## config.mk

```make
export PLATFORM = sky130hd
export DESIGN_NAME = logic_cell
export DESIGN_NICKNAME = d
export VERILOG_FILES = /design/src/input_sync.v /design/src/logic_cell.v
export VERILOG_INCLUDE_DIRS = /design/src /design/src/src
export SDC_FILE = /design/constraint.sdc
export NUM_CORES = 1
export LEC_CHECK = 0
export ABC_AREA = 1
export CORE_MARGIN = 2
export CORE_UTILIZATION = 38
export CTS_BUF_LIST = sky130_fd_sc_hd__clkbuf_8
export DETAILED_ROUTE_END_ITERATION = 8
export DONT_BUFFER_PORTS = 1
export HOLD_SLACK_MARGIN = 0.02
export PLACE_DENSITY_LB_ADDON = 0.05
export SYNTH_ARGS = -nofsm -noshare
export SYNTH_HDL_FRONTEND = slang
export SYNTH_SLANG_ARGS = --single-unit
```

## constraint.sdc

```tcl
create_clock -name clock -period 1.25 [get_ports clock]
set_input_delay 0.1875 -clock clock [delete_from_list [all_inputs] [get_ports clock]]
set_output_delay 0.1875 -clock clock [all_outputs]
set_load 0.1 [all_outputs]
```

## src/logic_cell_defines.vh

```
// Purpose: constants for the configurable logic cell block
// Assumes: apb register bus, 32-bit data, word-aligned registers
// Notes: How it works list below
// How it works
// - control bit 6 reads the present level of the cell output
// - control bit 5 set inverts the function result on the cell output
// - mode codes 000 to 011 pick and-or, or-xor, four-input and, sr latch
// - mode codes 100 to 111 pick the flip-flop and latch elements
// - four 3-bit input selectors in select bits 2:0, 6:4, 10:8, 14:12
// - cell 1 selector 4 routes pin, sibling, capture, serial, comparator, clock, compare
// - cells 2 to 4 use the same pattern; cell 4 code 011 reserved
`ifndef LOGIC_CELL_DEFINES_VH
`define LOGIC_CELL_DEFINES_VH
`define OFS_CONTROL      12'h000
`define OFS_SELECT       12'h004
`define OFS_IRQ_STATUS   12'h008
`define OFS_IRQ_MASK     12'h00c
`define CTL_MODE_LSB     0
`define CTL_OUT_INVERT   5
`define CTL_OUT_LEVEL    6
`define CTL_RISE_IRQ_EN  8
`define CTL_FALL_IRQ_EN  9
`define CTL_RESET        32'h00000000
`define SEL_RESET        32'h00000000
`define IRQ_RISE_BIT     0
`define IRQ_FALL_BIT     1
`define MODE_AND_OR      3'h0
`define MODE_OR_XOR      3'h1
`define MODE_AND4        3'h2
`define MODE_SR_LATCH    3'h3
`define MODE_DFF1_SR     3'h4
`define MODE_DFF2_R      3'h5
`define MODE_JK_R        3'h6
`define MODE_LATCH_SR    3'h7
`endif

```

## src/input_sync.v

```verilog
// Purpose: two flip-flop synchroniser for one selected cell input
// Assumes: input may come from any domain
// Notes: first stage is read only by the second
`timescale 1ns/1ps
`default_nettype none
module input_sync (
  input  wire clock,
  input  wire reset,
  input  wire data_in,
  output wire data_out
);
  reg stage1_reg;
  reg stage2_reg;
  always @(posedge clock) begin
    if (reset) begin
      stage1_reg <= 1'b0;
      stage2_reg <= 1'b0;
    end else begin
      stage1_reg <= data_in;
      stage2_reg <= stage1_reg;
    end
  end
  assign data_out = stage2_reg;
endmodule
`default_nettype wire

```

## src/logic_cell.v

```verilog
// Purpose: one configurable logic cell with apb registers and interrupt
// Assumes: single clock, synchronous active-high reset
// Notes: cell_index 3 makes selector-4 code 011 read low
`timescale 1ns/1ps
`default_nettype none
`include "logic_cell_defines.vh"
module logic_cell #(
  parameter [1:0] cell_index = 2'd0
) (
  input  wire        clock,
  input  wire        reset,
  input  wire        psel,
  input  wire        penable,
  input  wire        pwrite,
  input  wire [11:0] paddr,
  input  wire [31:0] pwdata,
  output reg  [31:0] prdata,
  output reg         pready,
  output reg         pslverr,
  input  wire [7:0]  src_1,
  input  wire [7:0]  src_2,
  input  wire [7:0]  src_3,
  input  wire        cell_pin_b_input,
  input  wire        sibling_cell_out,
  input  wire        capture_output,
  input  wire        serial_data_in,
  input  wire        comparator_three,
  input  wire        clock_calendar_event,
  input  wire        compare_match_event_a,
  input  wire        compare_match_event_b,
  output reg         cell_out,
  output reg         irq
);
  reg  [31:0] control_reg;
  reg  [31:0] control_next;
  reg  [14:0] select_reg;
  reg  [14:0] select_next;
  reg  [1:0]  status_reg;
  reg  [1:0]  status_next;
  reg  [1:0]  mask_reg;
  reg  [1:0]  mask_next;
  reg         core_reg;
  reg         core_next;
  reg         out_prev_reg;
  reg  [31:0] rdata_next;
  reg         hit;
  reg  [7:0]  src_4;
  reg         and_or_next;
  reg         or_xor_next;
  reg         and4_next;
  reg         sr_latch_next;
  reg         dff1_next;
  reg         dff2_next;
  reg         jk_next;
  reg         latch_next;
  wire [2:0]  mode;
  wire [3:0]  raw;
  wire [3:0]  d;
  wire        out_next;
  wire        access;
  wire        wr;
  wire        rd;
  wire        sel_control;
  wire        sel_select;
  wire        sel_status;
  wire        sel_mask;
  wire        rise;
  wire        fall;
  wire [1:0]  events;
  wire        irq_next;

  // an access is taken once, in the cycle before pready rises
  assign access      = psel & penable & ~pready;
  assign wr          = access & pwrite;
  assign rd          = access & ~pwrite;
  assign sel_control = (paddr == `OFS_CONTROL);
  assign sel_select  = (paddr == `OFS_SELECT);
  assign sel_status  = (paddr == `OFS_IRQ_STATUS);
  assign sel_mask    = (paddr == `OFS_IRQ_MASK);
  assign mode        = control_reg[`CTL_MODE_LSB+2:`CTL_MODE_LSB];

  // selector-4 sources; cell 4 code 011 is reserved and reads low
  always @* begin
    src_4[0] = cell_pin_b_input;
    src_4[1] = sibling_cell_out;
    src_4[2] = capture_output;
    src_4[3] = serial_data_in;
    src_4[4] = comparator_three;
    src_4[5] = clock_calendar_event;
    src_4[6] = compare_match_event_a;
    src_4[7] = compare_match_event_b;
    if (cell_index == 2'd3) begin
      src_4[3] = 1'b0;
    end
  end

  assign raw[0] = src_1[select_reg[2:0]];
  assign raw[1] = src_2[select_reg[6:4]];
  assign raw[2] = src_3[select_reg[10:8]];
  assign raw[3] = src_4[select_reg[14:12]];

  // mux outputs may glitch on a selector change; two flops clean them up
  input_sync u_sync_1 (
    .clock    (clock),
    .reset    (reset),
    .data_in  (raw[0]),
    .data_out (d[0])
  );

  input_sync u_sync_2 (
    .clock    (clock),
    .reset    (reset),
    .data_in  (raw[1]),
    .data_out (d[1])
  );

  input_sync u_sync_3 (
    .clock    (clock),
    .reset    (reset),
    .data_in  (raw[2]),
    .data_out (d[2])
  );

  input_sync u_sync_4 (
    .clock    (clock),
    .reset    (reset),
    .data_in  (raw[3]),
    .data_out (d[3])
  );

  // combinational functions
  always @* begin
    and_or_next = (d[0] & d[1]) | (d[2] & d[3]);
    or_xor_next = (d[0] | d[1]) ^ (d[2] | d[3]);
    and4_next   = d[0] & d[1] & d[2] & d[3];
  end

  // sr latch: set from inputs 1/2, reset from inputs 3/4, set wins
  always @* begin
    sr_latch_next = core_reg;
    if (d[0] | d[1]) begin
      sr_latch_next = 1'b1;
    end else if (d[2] | d[3]) begin
      sr_latch_next = 1'b0;
    end
  end

  // one-input d flip-flop: data input 2, set input 4, reset input 3
  always @* begin
    if (d[3]) begin
      dff1_next = 1'b1;
    end else if (d[2]) begin
      dff1_next = 1'b0;
    end else begin
      dff1_next = d[1];
    end
  end

  // two-input d flip-flop: data is input 2 and input 4, reset input 3
  always @* begin
    if (d[2]) begin
      dff2_next = 1'b0;
    end else begin
      dff2_next = d[1] & d[3];
    end
  end

  // jk flip-flop: j input 2, k input 4, reset input 3
  always @* begin
    jk_next = core_reg;
    if (d[2]) begin
      jk_next = 1'b0;
    end else begin
      case ({d[1], d[3]})
        2'b10:   jk_next = 1'b1;
        2'b01:   jk_next = 1'b0;
        2'b11:   jk_next = ~core_reg;
        default: jk_next = core_reg;
      endcase
    end
  end

  // transparent latch: enable input 1, data input 2, set 4, reset 3
  always @* begin
    latch_next = core_reg;
    if (d[3]) begin
      latch_next = 1'b1;
    end else if (d[2]) begin
      latch_next = 1'b0;
    end else if (d[0]) begin
      latch_next = d[1];
    end
  end

  // mode select; sequential elements keep their state in core_reg
  always @* begin
    case (mode)
      `MODE_AND_OR:   core_next = and_or_next;
      `MODE_OR_XOR:   core_next = or_xor_next;
      `MODE_AND4:     core_next = and4_next;
      `MODE_SR_LATCH: core_next = sr_latch_next;
      `MODE_DFF1_SR:  core_next = dff1_next;
      `MODE_DFF2_R:   core_next = dff2_next;
      `MODE_JK_R:     core_next = jk_next;
      `MODE_LATCH_SR: core_next = latch_next;
      default:        core_next = core_reg;
    endcase
  end

  assign out_next = core_next ^ control_reg[`CTL_OUT_INVERT];

  always @(posedge clock) begin
    if (reset) begin
      core_reg <= 1'b0;
      cell_out <= 1'b0;
    end else begin
      core_reg <= core_next;
      cell_out <= out_next;
    end
  end

  // edge detection on the cell output
  assign rise   = cell_out & ~out_prev_reg;
  assign fall   = ~cell_out & out_prev_reg;
  assign events = {fall & control_reg[`CTL_FALL_IRQ_EN],
                   rise & control_reg[`CTL_RISE_IRQ_EN]};

  always @(posedge clock) begin
    if (reset) begin
      out_prev_reg <= 1'b0;
    end else begin
      out_prev_reg <= cell_out;
    end
  end

  // the level bit is not stored; a read shows the live output
  always @* begin
    control_next = control_reg;
    if (wr && sel_control) begin
      control_next = 32'h00000000;
      control_next[`CTL_MODE_LSB+2:`CTL_MODE_LSB] = pwdata[`CTL_MODE_LSB+2:`CTL_MODE_LSB];
      control_next[`CTL_OUT_INVERT]  = pwdata[`CTL_OUT_INVERT];
      control_next[`CTL_RISE_IRQ_EN] = pwdata[`CTL_RISE_IRQ_EN];
      control_next[`CTL_FALL_IRQ_EN] = pwdata[`CTL_FALL_IRQ_EN];
    end
  end

  always @* begin
    select_next = select_reg;
    if (wr && sel_select) begin
      select_next = pwdata[14:0] & 15'h7777;
    end
  end

  always @* begin
    mask_next = mask_reg;
    if (wr && sel_mask) begin
      mask_next = pwdata[1:0];
    end
  end

  // read clears, a new event in the same cycle wins
  always @* begin
    if (rd && sel_status) begin
      status_next = events;
    end else begin
      status_next = status_reg | events;
    end
  end

  assign irq_next = |(status_next & mask_next);

  always @(posedge clock) begin
    if (reset) begin
      control_reg <= `CTL_RESET;
    end else begin
      control_reg <= control_next;
    end
  end

  always @(posedge clock) begin
    if (reset) begin
      select_reg <= 15'h0000;
    end else begin
      select_reg <= select_next;
    end
  end

  always @(posedge clock) begin
    if (reset) begin
      mask_reg <= 2'b00;
    end else begin
      mask_reg <= mask_next;
    end
  end

  always @(posedge clock) begin
    if (reset) begin
      status_reg <= 2'b00;
    end else begin
      status_reg <= status_next;
    end
  end

  always @(posedge clock) begin
    if (reset) begin
      irq <= 1'b0;
    end else begin
      irq <= irq_next;
    end
  end

  // read data
  always @* begin
    hit        = 1'b1;
    rdata_next = 32'h00000000;
    case (paddr)
      `OFS_CONTROL: begin
        rdata_next[`CTL_MODE_LSB+2:`CTL_MODE_LSB] = mode;
        rdata_next[`CTL_OUT_INVERT]  = control_reg[`CTL_OUT_INVERT];
        rdata_next[`CTL_OUT_LEVEL]   = cell_out;
        rdata_next[`CTL_RISE_IRQ_EN] = control_reg[`CTL_RISE_IRQ_EN];
        rdata_next[`CTL_FALL_IRQ_EN] = control_reg[`CTL_FALL_IRQ_EN];
      end
      `OFS_SELECT: begin
        rdata_next[14:0] = select_reg;
      end
      `OFS_IRQ_STATUS: begin
        rdata_next[1:0] = status_reg;
      end
      `OFS_IRQ_MASK: begin
        rdata_next[1:0] = mask_reg;
      end
      default: begin
        hit = 1'b0;
      end
    endcase
  end

  // one-cycle pready for each taken access, error only for an unmapped address, read data only for reads
  always @(posedge clock) begin
    if (reset) begin
      prdata  <= 32'h00000000;
      pready  <= 1'b0;
      pslverr <= 1'b0;
    end else begin
      pready  <= access;
      pslverr <= access & ~hit;
      if (rd) begin
        prdata <= rdata_next;
      end else begin
        prdata <= 32'h00000000;
      end
    end
  end
endmodule
`default_nettype wire

```

# Word level (Yosys, flattened, before mapping)
# Index checks and enable logic that the tools add are counted.
# word_totals
reg_bits	65
output_inout_bits	36
inputBits	81
word_cells	103
# classes
mux	26
n_bitwise	29
n_eq_ne	13
magnitude_cmp	4
n_reduce_logical	10
# ops
operator	n
$eq A12 B4 Y1 const B	2
$lt A3 B4 Y1 const B	4
$and A1 B1 Y1	14
$mux W1	14
$bmux W1 S3	4
$eq A12 B3 Y1 const B	1
$eq A3 B3 Y1 const B	4
$logic_not A12 Y1	1
$not A1 Y1	8
$pmux W1 S8	1
$pmux W2 S2	2
$pmux W2 S4	1
$eq A3 B2 Y1 const B	2
$eq A2 B2 Y1 const B	2
$logic_and A1 B1 Y1	4
$mux W2	2
$reduce_or A2 Y1	2
$reduce_or A4 Y1	1
$eq A3 B1 Y1 const B	1
$logic_not A3 Y1	1
$or A1 B1 Y1	3
$pmux W1 S3	1
$reduce_or A3 Y1	1
$and A2 B2 Y2	1
4 further kinds	5

# Longest topological paths before layout
# Gate-level depths: netlist (run 1).
# depth
ltp_word	7
mapped_depth	10
ltp_nobuf	10

# Hierarchy
# Synthesis (run 1) repeated with hierarchy kept, for this count alone.
# unflattened
hier_cells	325
hier_area_um2	2316.0
# by_module_without_submodules
module	instances	seq_area_each_um2	area_per_inst_um2	cells_each
logic_cell	1	800.8	2095.8	301
input_sync	4	40.0	55.1	6

# Worst setup path after synthesis (run 1)
# No wires, ideal clock.
# synth_timing
path_type	register to register
start	register pready
end	register control_reg[2]
setup_slack_ns	-0.611
path_stages_with_launch	7
n_path_buf	1
arrival_ns	1.742
setup_ns	0.119
path_cell_list	dfxtp_1 > nand3b_1 > nor2_1 > nand3_1 > buf_2 > o21ai_0 > a21oi_1
# synth_via
elab_chain_len	4
# synth_rtl
item	line	rtl
start: declaration	logic_cell.v:18	output reg pready,
start signal: assignment	logic_cell.v:347	pready <= access;
$not A1 Y1	logic_cell.v:73	assign access = psel & penable & ~pready;
$and A1 B1 Y1	logic_cell.v:73	
$and A1 B1 Y1	logic_cell.v:74	assign wr = access & pwrite;
$logic_and A1 B1 Y1	logic_cell.v:239	if (wr && sel_control) begin
end signal: assignment	logic_cell.v:275	control_reg <= `CTL_RESET;
end signal: assignment	logic_cell.v:277	control_reg <= control_next;
end: declaration	logic_cell.v:34	reg [31:0] control_reg;
# Every way passes these cells.
# A chain may end at the register's enable or synchronous reset.

# Worst setup path after layout (run 1)
# layout_timing
start	register pready
end	register select_reg[0]
# layout_via
elab_chain_len	4
# layout_rtl
item	line	rtl
$not A1 Y1	logic_cell.v:73	
$and A1 B1 Y1	logic_cell.v:73	
$and A1 B1 Y1	logic_cell.v:74	
$logic_and A1 B1 Y1	logic_cell.v:250	if (wr && sel_select) begin
end signal: assignment	logic_cell.v:285	select_reg <= select_next;
end: declaration	logic_cell.v:36	reg [14:0] select_reg;
# Every way passes these cells.

==> results of run 1 <==
[cells by family after synthesis]
family | share of synthesized area
other cells | 0.00160
simple gates | 0.246
compound gates | 0.186
buf+inv | 0.157
flops | 0.410
[worst register-to-register path: cells and delay by family, from the launching register on]
| family | cells | cell delay (ns) |
|---|---|---|
| simple gates | 3 | 0.40 |
| flops | 1 | 0.35 |
| compound gates | 2 | 0.19 |
| buf+inv | 3 | 0.45 |
[metal layers]
| metal | part of all wire | global-route usage | up-vias | wire [um] |
|---|---|---|---|---|
| met1 | 0.44 | 0.238 | 1021 | 2600 |
| met3 | 0.062 | 0.0467 | 9 | 365 |
| li1 | - | - | 1116 | - |
| met2 | 0.48 | 0.290 | 52 | 2850 |
| met4 | 0.013 | 0.0557 | 0 | 78 |
| met5 | 0 | 0 | - | 0 |
[layout make-up]
type                    count  area [um^2]
fillers                   622         2910
multi-input cells         222         1310
flip-flops and latches     48          977
repair buffers             47          399
inverters                  46          178
well taps                  75         93.8
clock buffers               5         68.8
clock inverters             2         12.5
[Yosys cell counts, drive strengths merged]
master,number
nor2,53
dfxtp,48
inv,46
o21ai,45
nand2,33
buf,26
a21oi,24
nand3,20
o22ai,8
nor3,7
nand4,4
a41oi,2
nand3b,2
a211oi,1
clkbuf,1
conb,1
nor4,1
[report_power, final]
group	internal [mW]	switching (mW)	total, mW
clock network	0.379	0.503	0.883
registers	1.54	0.00894	1.55
logic	0.0807	0.386	0.467
total	2.00	0.899	2.90
[repair_timing]
item                                   CTS  global route
setup buffers                            3             0
hold buffers                             5             1
gates resized for setup                 18            43
setup endpoints to repair               34            37
cloned                                   2             0
endpoints found under the hold margin   11             6
pin swaps                                8            10
[path summary, 6_finish.rpt]
| path | from | end | depth (start not counted) |
|---|---|---|---|
| setup / recovery | pready | select_reg[0] | 8 |
| hold / removal | pwdata[5] | control_reg[5] | 2 |
| setup reg to reg | pready | select_reg[0] | 8 |
| hold reg to reg | control_reg[9] | prdata[9] | 2 |
[per-stage QoR]
step	worst slack [ns]	setup TNS, ns
after global routing	-0.328	-8.22
after detailed placement	-0.243	-5.65
final	-0.248	-5.71
after floorplan	-0.197	-4.95
after CTS	-0.223	-5.29
after global placement	-0.235	-5.50
[cell usage in the layout, fill, tap and decap left out, types with 5 or more instances in the layout]
master,instances
conb_1,20
clkbuf_8,5
a21oi_1,16
buf_4,35
inv_2,5
nand2_2,8
inv_1,40
nand2_1,24
o21ai_0,20
buf_6,5
dfxtp_1,41
nor2_1,45
o22ai_1,8
dlygate4sd3_1,6
a21oi_2,8
o21ai_2,16
nand3_1,16
o21ai_1,9
==> impl_metrics.py, run 1 <==
metrics = {
    "final_layout": {
        "syn_to_final_growth_pct": 29.8,
        "fin_util": 0.511,
        "num-nets-final": 451,
        "drive_gt1_frac": 0.314,
        "diodes": 0,
        "final_area_um2": 3040,
        "fin_cells": 445,
    },
    "route": {
        "drc_errors": 0,
        "drt_iter0_drc": 77,
        "avgRoutedWirePerCell_um": 13.3,
        "wl_um": 5900,
        "dr.pass1.iters": 4,
        "num_vias": 2198,
        "ant_nets": 0,
        "vias_per_cell": 4.94,
    },
    "place": {
        "dp_hpwl_um": 4100,
        "dp.cells": 427,
        "port_buffers": 0,
        "place_area_um2": 2650,
        "gp_congestion": 0.860,
    },
    "global_route": {
        "grt_pass1_wl_um": 9250,
        "grt_pass1_vias": 1927,
        "grt_max_degree": 25,
        "grt_antenna_before_repair": 0,
        "grt.overflow.total": 0,
        "grt_use_total": 0.181,
    },
    "yosys": {
        "netlist_area_um2": 2340,
        "ys_ff_latch": 48,
        "synth_area_leader_cell": "dfxtp_1",
        "syn_avg_cell_area_um2": 7.28,
        "yosysSeqAreaShare": 0.410,
        "synth_top_area_share": 0.410,
        "synthTopCellsByArea": "dfxtp_1 41%, nor2_1 8.3%, inv_1 6.9%, o21ai_0 6.6%, buf_4 6.4%",
        "syn_inst": 322,
        "yosys_warnings": 0,
        "synth_cell_types": 28,
    },
    "worst_setup_path": {
        "cp_slowest_cell": "dfxtp_4",
        "worst_setup_path_start_kind": "register",
        "arrival_ns": 1.70,
        "cp-end-kind": "register",
        "required_ns": 1.45,
        "r2r_setup_slack_ns": -0.25,
        "slowest_delay_ns": 0.35,
        "path_cells": "nand3b_1 > buf_6 > nor2_4 > buf_4 > nand3_4 > buf_12 > o21ai_1 > a21oi_2",
        "cp_top_family": "buffers and inverters",
        "crit_type": "register to register",
        "crit_buf_inv": 3,
        "crit_fanout": 24,
    },
    "clock_network": {
        "cts_tree": "built",
        "clk_latency_ns": 0.30,
        "clockRootBuffer": "clkbuf_8",
        "cts_max_level": 2,
        "clk_path_buf_depth": 2,
        "cts_buffers": 5,
        "clkSinkCount": 48,
        "clkTransAtPathRegs_ns": 0.09,
    },
    "sta": {
        "fin_crit_sh": 1.20,
        "setup_viol": 34,
        "finalHoldViolations": 0,
        "rsz0062_at_grt": "yes",
        "finClkSkew_ns": 0.0101,
        "fin_crit_ns": 1.50,
        "fmax_mhz": 668,
        "hold_ws_ns": 0.0462,
        "fin_ws_ns": -0.248,
        "slew_viol_final": 0,
    },
    "run": {
        "cap_violations": 0,
    },
    "floorplanning": {
        "row_count": 28,
        "floorplan.die_area_um2": 6810,
        "initial_core_util": 0.394,
        "io_pins": 117,
        "die_x_um": 82.6,
        "fp.dieH_um": 82.6,
        "core_um2": 5960,
    },
    "min_path": {
        "worstHoldPathType": "primary input to register",
    },
    "outcome": {
        "violations": "negative setup slack",
        "status": "finished, violations left",
    },
    "power": {
        "ir_drop_uv": 799,
        "powerDensity_nw_per_um2": 952,
        "finalPower_mw": 2.90,
        "leakage_nw": 1.23,
    },
}
Note: power is estimated with default switching activity, not from simulation.
==> run 2: changes to the inputs <==
--- a/config.mk
+++ b/config.mk
@@ -7,13 +7,13 @@
 export NUM_CORES = 1
 export LEC_CHECK = 0
 export ABC_AREA = 1
-export CORE_MARGIN = 2
 export CORE_UTILIZATION = 38
 export CTS_BUF_LIST = sky130_fd_sc_hd__clkbuf_8
 export DETAILED_ROUTE_END_ITERATION = 8
 export DONT_BUFFER_PORTS = 1
 export HOLD_SLACK_MARGIN = 0.02
 export PLACE_DENSITY_LB_ADDON = 0.05
+export SKIP_CTS_REPAIR_TIMING = 1
 export SYNTH_ARGS = -nofsm -noshare
 export SYNTH_HDL_FRONTEND = slang
 export SYNTH_SLANG_ARGS = --single-unit
==> run 2 against run 1 <==
The flow still finishes with violations (negative setup slack). Register-to-register slack better by 0.03 ns. Wire length increased by 1.8%. Non-clock buffer count rose by 2. Largest power group unchanged. Global-route usage shrank 0.43 points. Combinational power shrank 2%. Sequential share of layout area grew 0.068 points. Fmax up 1.8%. Hold slack worse by 0.0063 ns.
==> impl_metrics.py, run 2 (same netlist as run 1, synthesis figures left out) <==
metrics = {
    "outcome": {
        "status": "finished, violations left",
        "violations": "negative setup slack",
    },
    "place": {
        "port_buffers": 0,
        "dp.cells": 428,
        "dp_hpwl_um": 4100,
        "dp_slack_ns": -0.194,
        "gp_congestion": 0.805,
        "place_area_um2": 2670,
    },
    "worst_setup_path": {
        "worst_setup_path_start_kind": "register",
        "worstRegToRegCells": 7,
        "startpoint": "pready",
        "r2r_setup_slack_ns": -0.22,
        "worstReg2RegEnd": "select_reg[0]",
        "crit_type": "register to register",
        "required_ns": 1.45,
        "cp-end-kind": "register",
        "r2r_start": "pready",
        "arrival_ns": 1.68,
        "crit_fanout": 12,
    },
    "route": {
        "drt_iter0_drc": 96,
        "wl_um": 6000,
        "drc_errors": 0,
        "vias_per_cell": 4.80,
        "dr.pass1.iters": 4,
        "ant_nets": 0,
        "num_vias": 2150,
        "avgRoutedWirePerCell_um": 13.4,
    },
    "global_route": {
        "grt_antenna_before_repair": 0,
        "grt_pass1_wl_um": 8640,
        "grt_max_degree": 25,
        "grt_use_total": 0.177,
        "grt.overflow.total": 0,
        "grt_pass1_vias": 1877,
    },
    "clock_network": {
        "clk_path_buf_depth": 2,
        "cts_max_level": 2,
        "clkTransAtPathRegs_ns": 0.10,
        "cts_tree": "built",
        "clockRootBuffer": "clkbuf_8",
        "clkSinkCount": 48,
        "cts_buffers": 5,
        "clk_latency_ns": 0.31,
    },
    "sta": {
        "finClkSkew_ns": 0.0120,
        "fin_crit_ns": 1.47,
        "fin_crit_sh": 1.18,
        "fin_ws_ns": -0.222,
        "slew_viol_final": 0,
        "finalHoldViolations": 0,
        "fmax_mhz": 680,
        "setup_viol": 32,
        "rsz0062_at_grt": "yes",
        "setup_tns_ns": -4.94,
        "hold_ws_ns": 0.0398,
    },
    "final_layout": {
        "fin_cells": 448,
        "final_area_um2": 3010,
        "final_cell_mix": "47 x nor2_1, 45 x dfxtp_1, 42 x inv_1, 40 x buf_4, 29 x nand2_1",
        "fillers": 594,
        "fin_util": 0.508,
        "syn_to_final_growth_pct": 28.2,
        "multiInputGateArea_um2": 1230,
        "layout.cells.most_common": "nor2_1",
        "num-nets-final": 453,
        "diodes": 0,
        "seq_area_um2": 967,
        "drive_gt1_frac": 0.252,
    },
    "min_path": {
        "hold_path_startpoint": "pwdata[13]",
        "holdPathEnd": "select_reg[13]",
        "holdPathStages": 2,
        "worstHoldPathType": "primary input to register",
    },
    "power": {
        "p_switching_uw": 943,
        "seqPwrFrac": 0.490,
        "ir_drop_uv": 696,
        "finalPower_mw": 3.17,
        "switching_share": 0.298,
        "powerDensity_nw_per_um2": 1050,
        "leakage_nw": 1.24,
        "p_int_mw": 2.22,
        "clkPwrFrac": 0.366,
        "p_comb_frac": 0.144,
    },
    "floorplanning": {
        "die_x_um": 80.6,
        "initial_core_util": 0.396,
        "fp.dieH_um": 80.6,
        "io_pins": 117,
        "row_count": 28,
        "core_um2": 5920,
        "floorplan.die_area_um2": 6490,
    },
    "run": {
        "cap_violations": 0,
    },
}
[run 2: changes by cell type in the layout (fill, tap and decap cells not counted), moves of 4 or more]
cell     delta
buf_4       +5
o21ai_2     -9
nand2_1     +5
o21ai_1     +8
dfxtp_1     +4
buf_6       -4
nand2_2     -4
[run 2: worst max-delay path by stage]
stage / cells after the start / end / slack [ns]
2_1_floorplan: 6 / prdata[6] / -0.20
3_3_place_gp: 7 / prdata[6] / -0.18
3_5_place_dp: 6 / prdata[6] / -0.19
4_1_cts: 6 / prdata[6] / -0.23
5_1_grt: 7 / control_reg[1] / -0.31
6_report: 7 / select_reg[0] / -0.22
[run 2: layout make-up]
type / count / share of cell area
clock inverter: 3 / 0.0150
clock buffer: 5 / 0.0229
inverter: 46 / 0.0591
tap: 75 / 0.0312
multi-input combinational: 222 / 0.408
sequential: 48 / 0.322
timing repair buffer: 49 / 0.142
[run 2: routing by layer]
layer  vias up  global-route usage  part of all wire
met5         -                   0                 0
met1       978               0.222              0.46
li1       1115                   -                 -
met3         4              0.0545             0.051
met2        53               0.289              0.48
met4         0              0.0482            0.0080
[run 2: critical path, stage by stage (launching register included)]
cell	delay, ns
dfxtp_4	0.35
nand3b_1	0.19
buf_4	0.17
nor2_4	0.15
nand3_4	0.13
buf_12	0.18
o21ai_1	0.16
a21oi_2	0.04
[run 2: power by group through the flow]
stage | Sequential [mW] | Clock [mW] | Combinational (mW)
detailed placement | 1.59 | 0 | 0.425
finish | 1.55 | 1.16 | 0.457
global route | 1.55 | 1.25 | 0.487
CTS | 1.55 | 1.19 | 0.425
global placement | 1.59 | 0 | 0.425
floorplan | 1.61 | 0 | 0.413
==> run 3: changes to the inputs <==
--- a/config.mk
+++ b/config.mk
@@ -7,7 +7,9 @@
 export NUM_CORES = 1
 export LEC_CHECK = 0
 export ABC_AREA = 1
-export CORE_UTILIZATION = 38
+export CELL_PAD_IN_SITES_DETAIL_PLACEMENT = 1
+export CELL_PAD_IN_SITES_GLOBAL_PLACEMENT = 2
+export CORE_UTILIZATION = 30
 export CTS_BUF_LIST = sky130_fd_sc_hd__clkbuf_8
 export DETAILED_ROUTE_END_ITERATION = 8
 export DONT_BUFFER_PORTS = 1
@@ -16,4 +18,5 @@
 export SKIP_CTS_REPAIR_TIMING = 1
 export SYNTH_ARGS = -nofsm -noshare
 export SYNTH_HDL_FRONTEND = slang
+export SYNTH_HIERARCHICAL = 1
 export SYNTH_SLANG_ARGS = --single-unit
==> run 3 against run 2 <==
The run still ends with negative setup slack left. Combinational power decreased by 4%. Clock-buffer cell count is the same. Total power down 1.5%. Fmax rose by 8.5%. Clock skew increased by 0.00074 ns. Hold slack better by 0.015 ns. Synthesized area is 1.2% lower. Global-route usage down 1.4 points. Critical path type unchanged. Largest power group unchanged.
==> impl_metrics.py, run 3 <==
metrics = {
    "sta": {
        "finClkSkew_ns": 0.0128,
        "fmax_mhz": 737,
        "fin_crit_ns": 1.36,
        "rsz0062_at_grt": "yes",
        "slew_viol_final": 0,
        "fin_ws_ns": -0.106,
        "fin_crit_sh": 1.08,
        "finalHoldViolations": 0,
        "setup_viol": 26,
        "slew_headroom": 0.606,
        "worst_pin_slew_ns": 0.589,
        "hold_ws_ns": 0.0549,
    },
    "route": {
        "drt_iter0_drc": 40,
        "ant_nets": 0,
        "vias_per_cell": 4.63,
        "drc_errors": 0,
        "avgRoutedWirePerCell_um": 13.8,
        "num_vias": 2173,
        "wl_um": 6460,
        "dr.pass1.iters": 4,
    },
    "final_layout": {
        "num-nets-final": 450,
        "seq_area_um2": 993,
        "layout.cells.most_common": "nor2_1",
        "syn_to_final_growth_pct": 28.1,
        "final_area_um2": 2970,
        "diodes": 0,
        "drive_gt1_frac": 0.289,
        "multiInputGateArea_um2": 1210,
        "fillers": 965,
        "final_cell_mix": "54 x nor2_1, 37 x buf_4, 36 x dfxtp_1, 33 x inv_1",
        "fin_cells": 469,
    },
    "worst_setup_path": {
        "slowest_delay_ns": 0.35,
        "crit_type": "register to register",
        "cp_top_family": "simple AND/OR/NAND/NOR gates",
        "r2r_setup_slack_ns": -0.11,
        "crit_fanout": 24,
        "worstRegToRegCells": 6,
        "crit_cells": 6,
        "worst_setup_path_start_kind": "register",
        "cp-end-kind": "register",
        "required_ns": 1.44,
        "path_cells": "nand3b_4 > nor2_4 > nand3_2 > buf_12 > o21ai_0 > a21oi_1",
        "crit_buf_inv": 1,
        "arrival_ns": 1.54,
        "cp_slowest_cell": "dfxtp_4",
    },
    "place": {
        "port_buffers": 0,
        "dp_slack_ns": -0.150,
        "dp_hpwl_um": 4790,
        "dp.cells": 455,
        "place_area_um2": 2660,
        "gp_congestion": 0.748,
    },
    "floorplanning": {
        "die_x_um": 89.9,
        "floorplan.die_area_um2": 8070,
        "io_pins": 117,
        "initial_core_util": 0.314,
        "row_count": 31,
        "core_um2": 7370,
        "fp.dieH_um": 89.9,
    },
    "yosys": {
        "synth_area_leader_cell": "dfxtp_1",
        "synthTopCellsByArea": "dfxtp_1 41%, nor2_1 9.7%, o21ai_0 6.9%, buf_4 6.8%, inv_1 6.6%",
        "yosys_warnings": 6,
        "synth_edf_count": 0,
        "syn_inst": 325,
        "yosysSeqAreaShare": 0.415,
        "synth_ff_type": "dfxtp_1",
        "synth_commonest_cells": "60 x nor2_1, 48 x dfxtp_1, 41 x inv_1, 33 x nand2_1, 32 x o21ai_0",
        "ys_ff_latch": 48,
        "netlist_area_um2": 2320,
        "synth_top_area_share": 0.415,
        "synth_async_sr_flop_share": 0,
        "synth.most_common_cell": "nor2_1",
        "synth_cell_types": 29,
        "syn_avg_cell_area_um2": 7.13,
    },
    "clock_network": {
        "cts_max_level": 2,
        "clk_path_buf_depth": 2,
        "cts_tree": "built",
        "clk_latency_ns": 0.31,
        "clkSinkCount": 48,
        "clkTransAtPathRegs_ns": 0.10,
        "clockRootBuffer": "clkbuf_8",
        "cts_buffers": 5,
    },
    "run": {
        "cap_violations": 0,
    },
    "outcome": {
        "violations": "negative setup slack",
        "status": "finished, violations left",
    },
    "power": {
        "ir_drop_uv": 416,
        "powerDensity_nw_per_um2": 1050,
        "leakage_nw": 1.25,
        "finalPower_mw": 3.12,
    },
    "global_route": {
        "grt_pass1_wl_um": 10500,
        "grt_use_total": 0.162,
        "grt_pass1_vias": 2222,
        "grt_antenna_before_repair": 0,
        "grt_max_degree": 25,
        "grt.overflow.total": 0,
    },
    "min_path": {
        "holdPathStages": 2,
        "worstHoldPathType": "primary input to register",
    },
}
[run 3: power breakdown]
part	total (mW)	switching (mW)	leakage (nW)	internal, mW
sequential	1.54	0.00845	0.396	1.53
combinational	0.441	0.375	0.797	0.0659
clock	1.14	0.548	0.0541	0.593
total	3.12	0.931	1.25	2.19
[run 3: final cells by class]
type	count	share of cell area
clock buffer	5	0.0232
clock inverter	3	0.0143
inverter	43	0.0561
multi-input combinational	227	0.407
sequential	48	0.335
tap	99	0.0417
timing repair buffer	44	0.123
[run 3: final timing paths]
| kind | from | end |
|---|---|---|
| worst max-delay path | pready | select_reg[2] |
| worst min-delay path | pwdata[4] | select_reg[4] |
| worst max register to register | pready | select_reg[2] |
| worst min register to register | u_sync_4/stage1_reg | u_sync_4/data_out |
[run 3: logic make-up after synthesis]
| kind of cell | after synthesis | synth area share |
|---|---|---|
| other | 1 | 0.00162 |
| buffers and inverters | 69 | 0.147 |
| flip-flops | 48 | 0.415 |
| AND/OR/NAND/NOR | 131 | 0.265 |
| AO/OA/AOI/OAI | 76 | 0.171 |
[run 3: worst register-to-register path, stage by stage, from the launching register on]
cell and delay (ns):
dfxtp_4 0.35, nand3b_4 0.18, nor2_4 0.17, nand3_2 0.12
buf_12 0.17, o21ai_0 0.19, a21oi_1 0.06
[run 3: per-stage QoR]
step / TNS [ns] / util
after CTS: -1.92 / 0.376
final: -1.29 / 0.403
after floorplan: -1.38 / -
after global routing: -4.25 / 0.403
after detailed placement: -1.39 / 0.361
after global placement: -0.997 / 0.361
[run 3: metal layers]
metal / track usage / part of all wire / vias up
met5: 0 / 0 / -
met4: 0.0524 / 0.011 / 0
met3: 0.0423 / 0.054 / 5
met2: 0.269 / 0.47 / 53
met1: 0.206 / 0.46 / 1008
li1: - / - / 1107
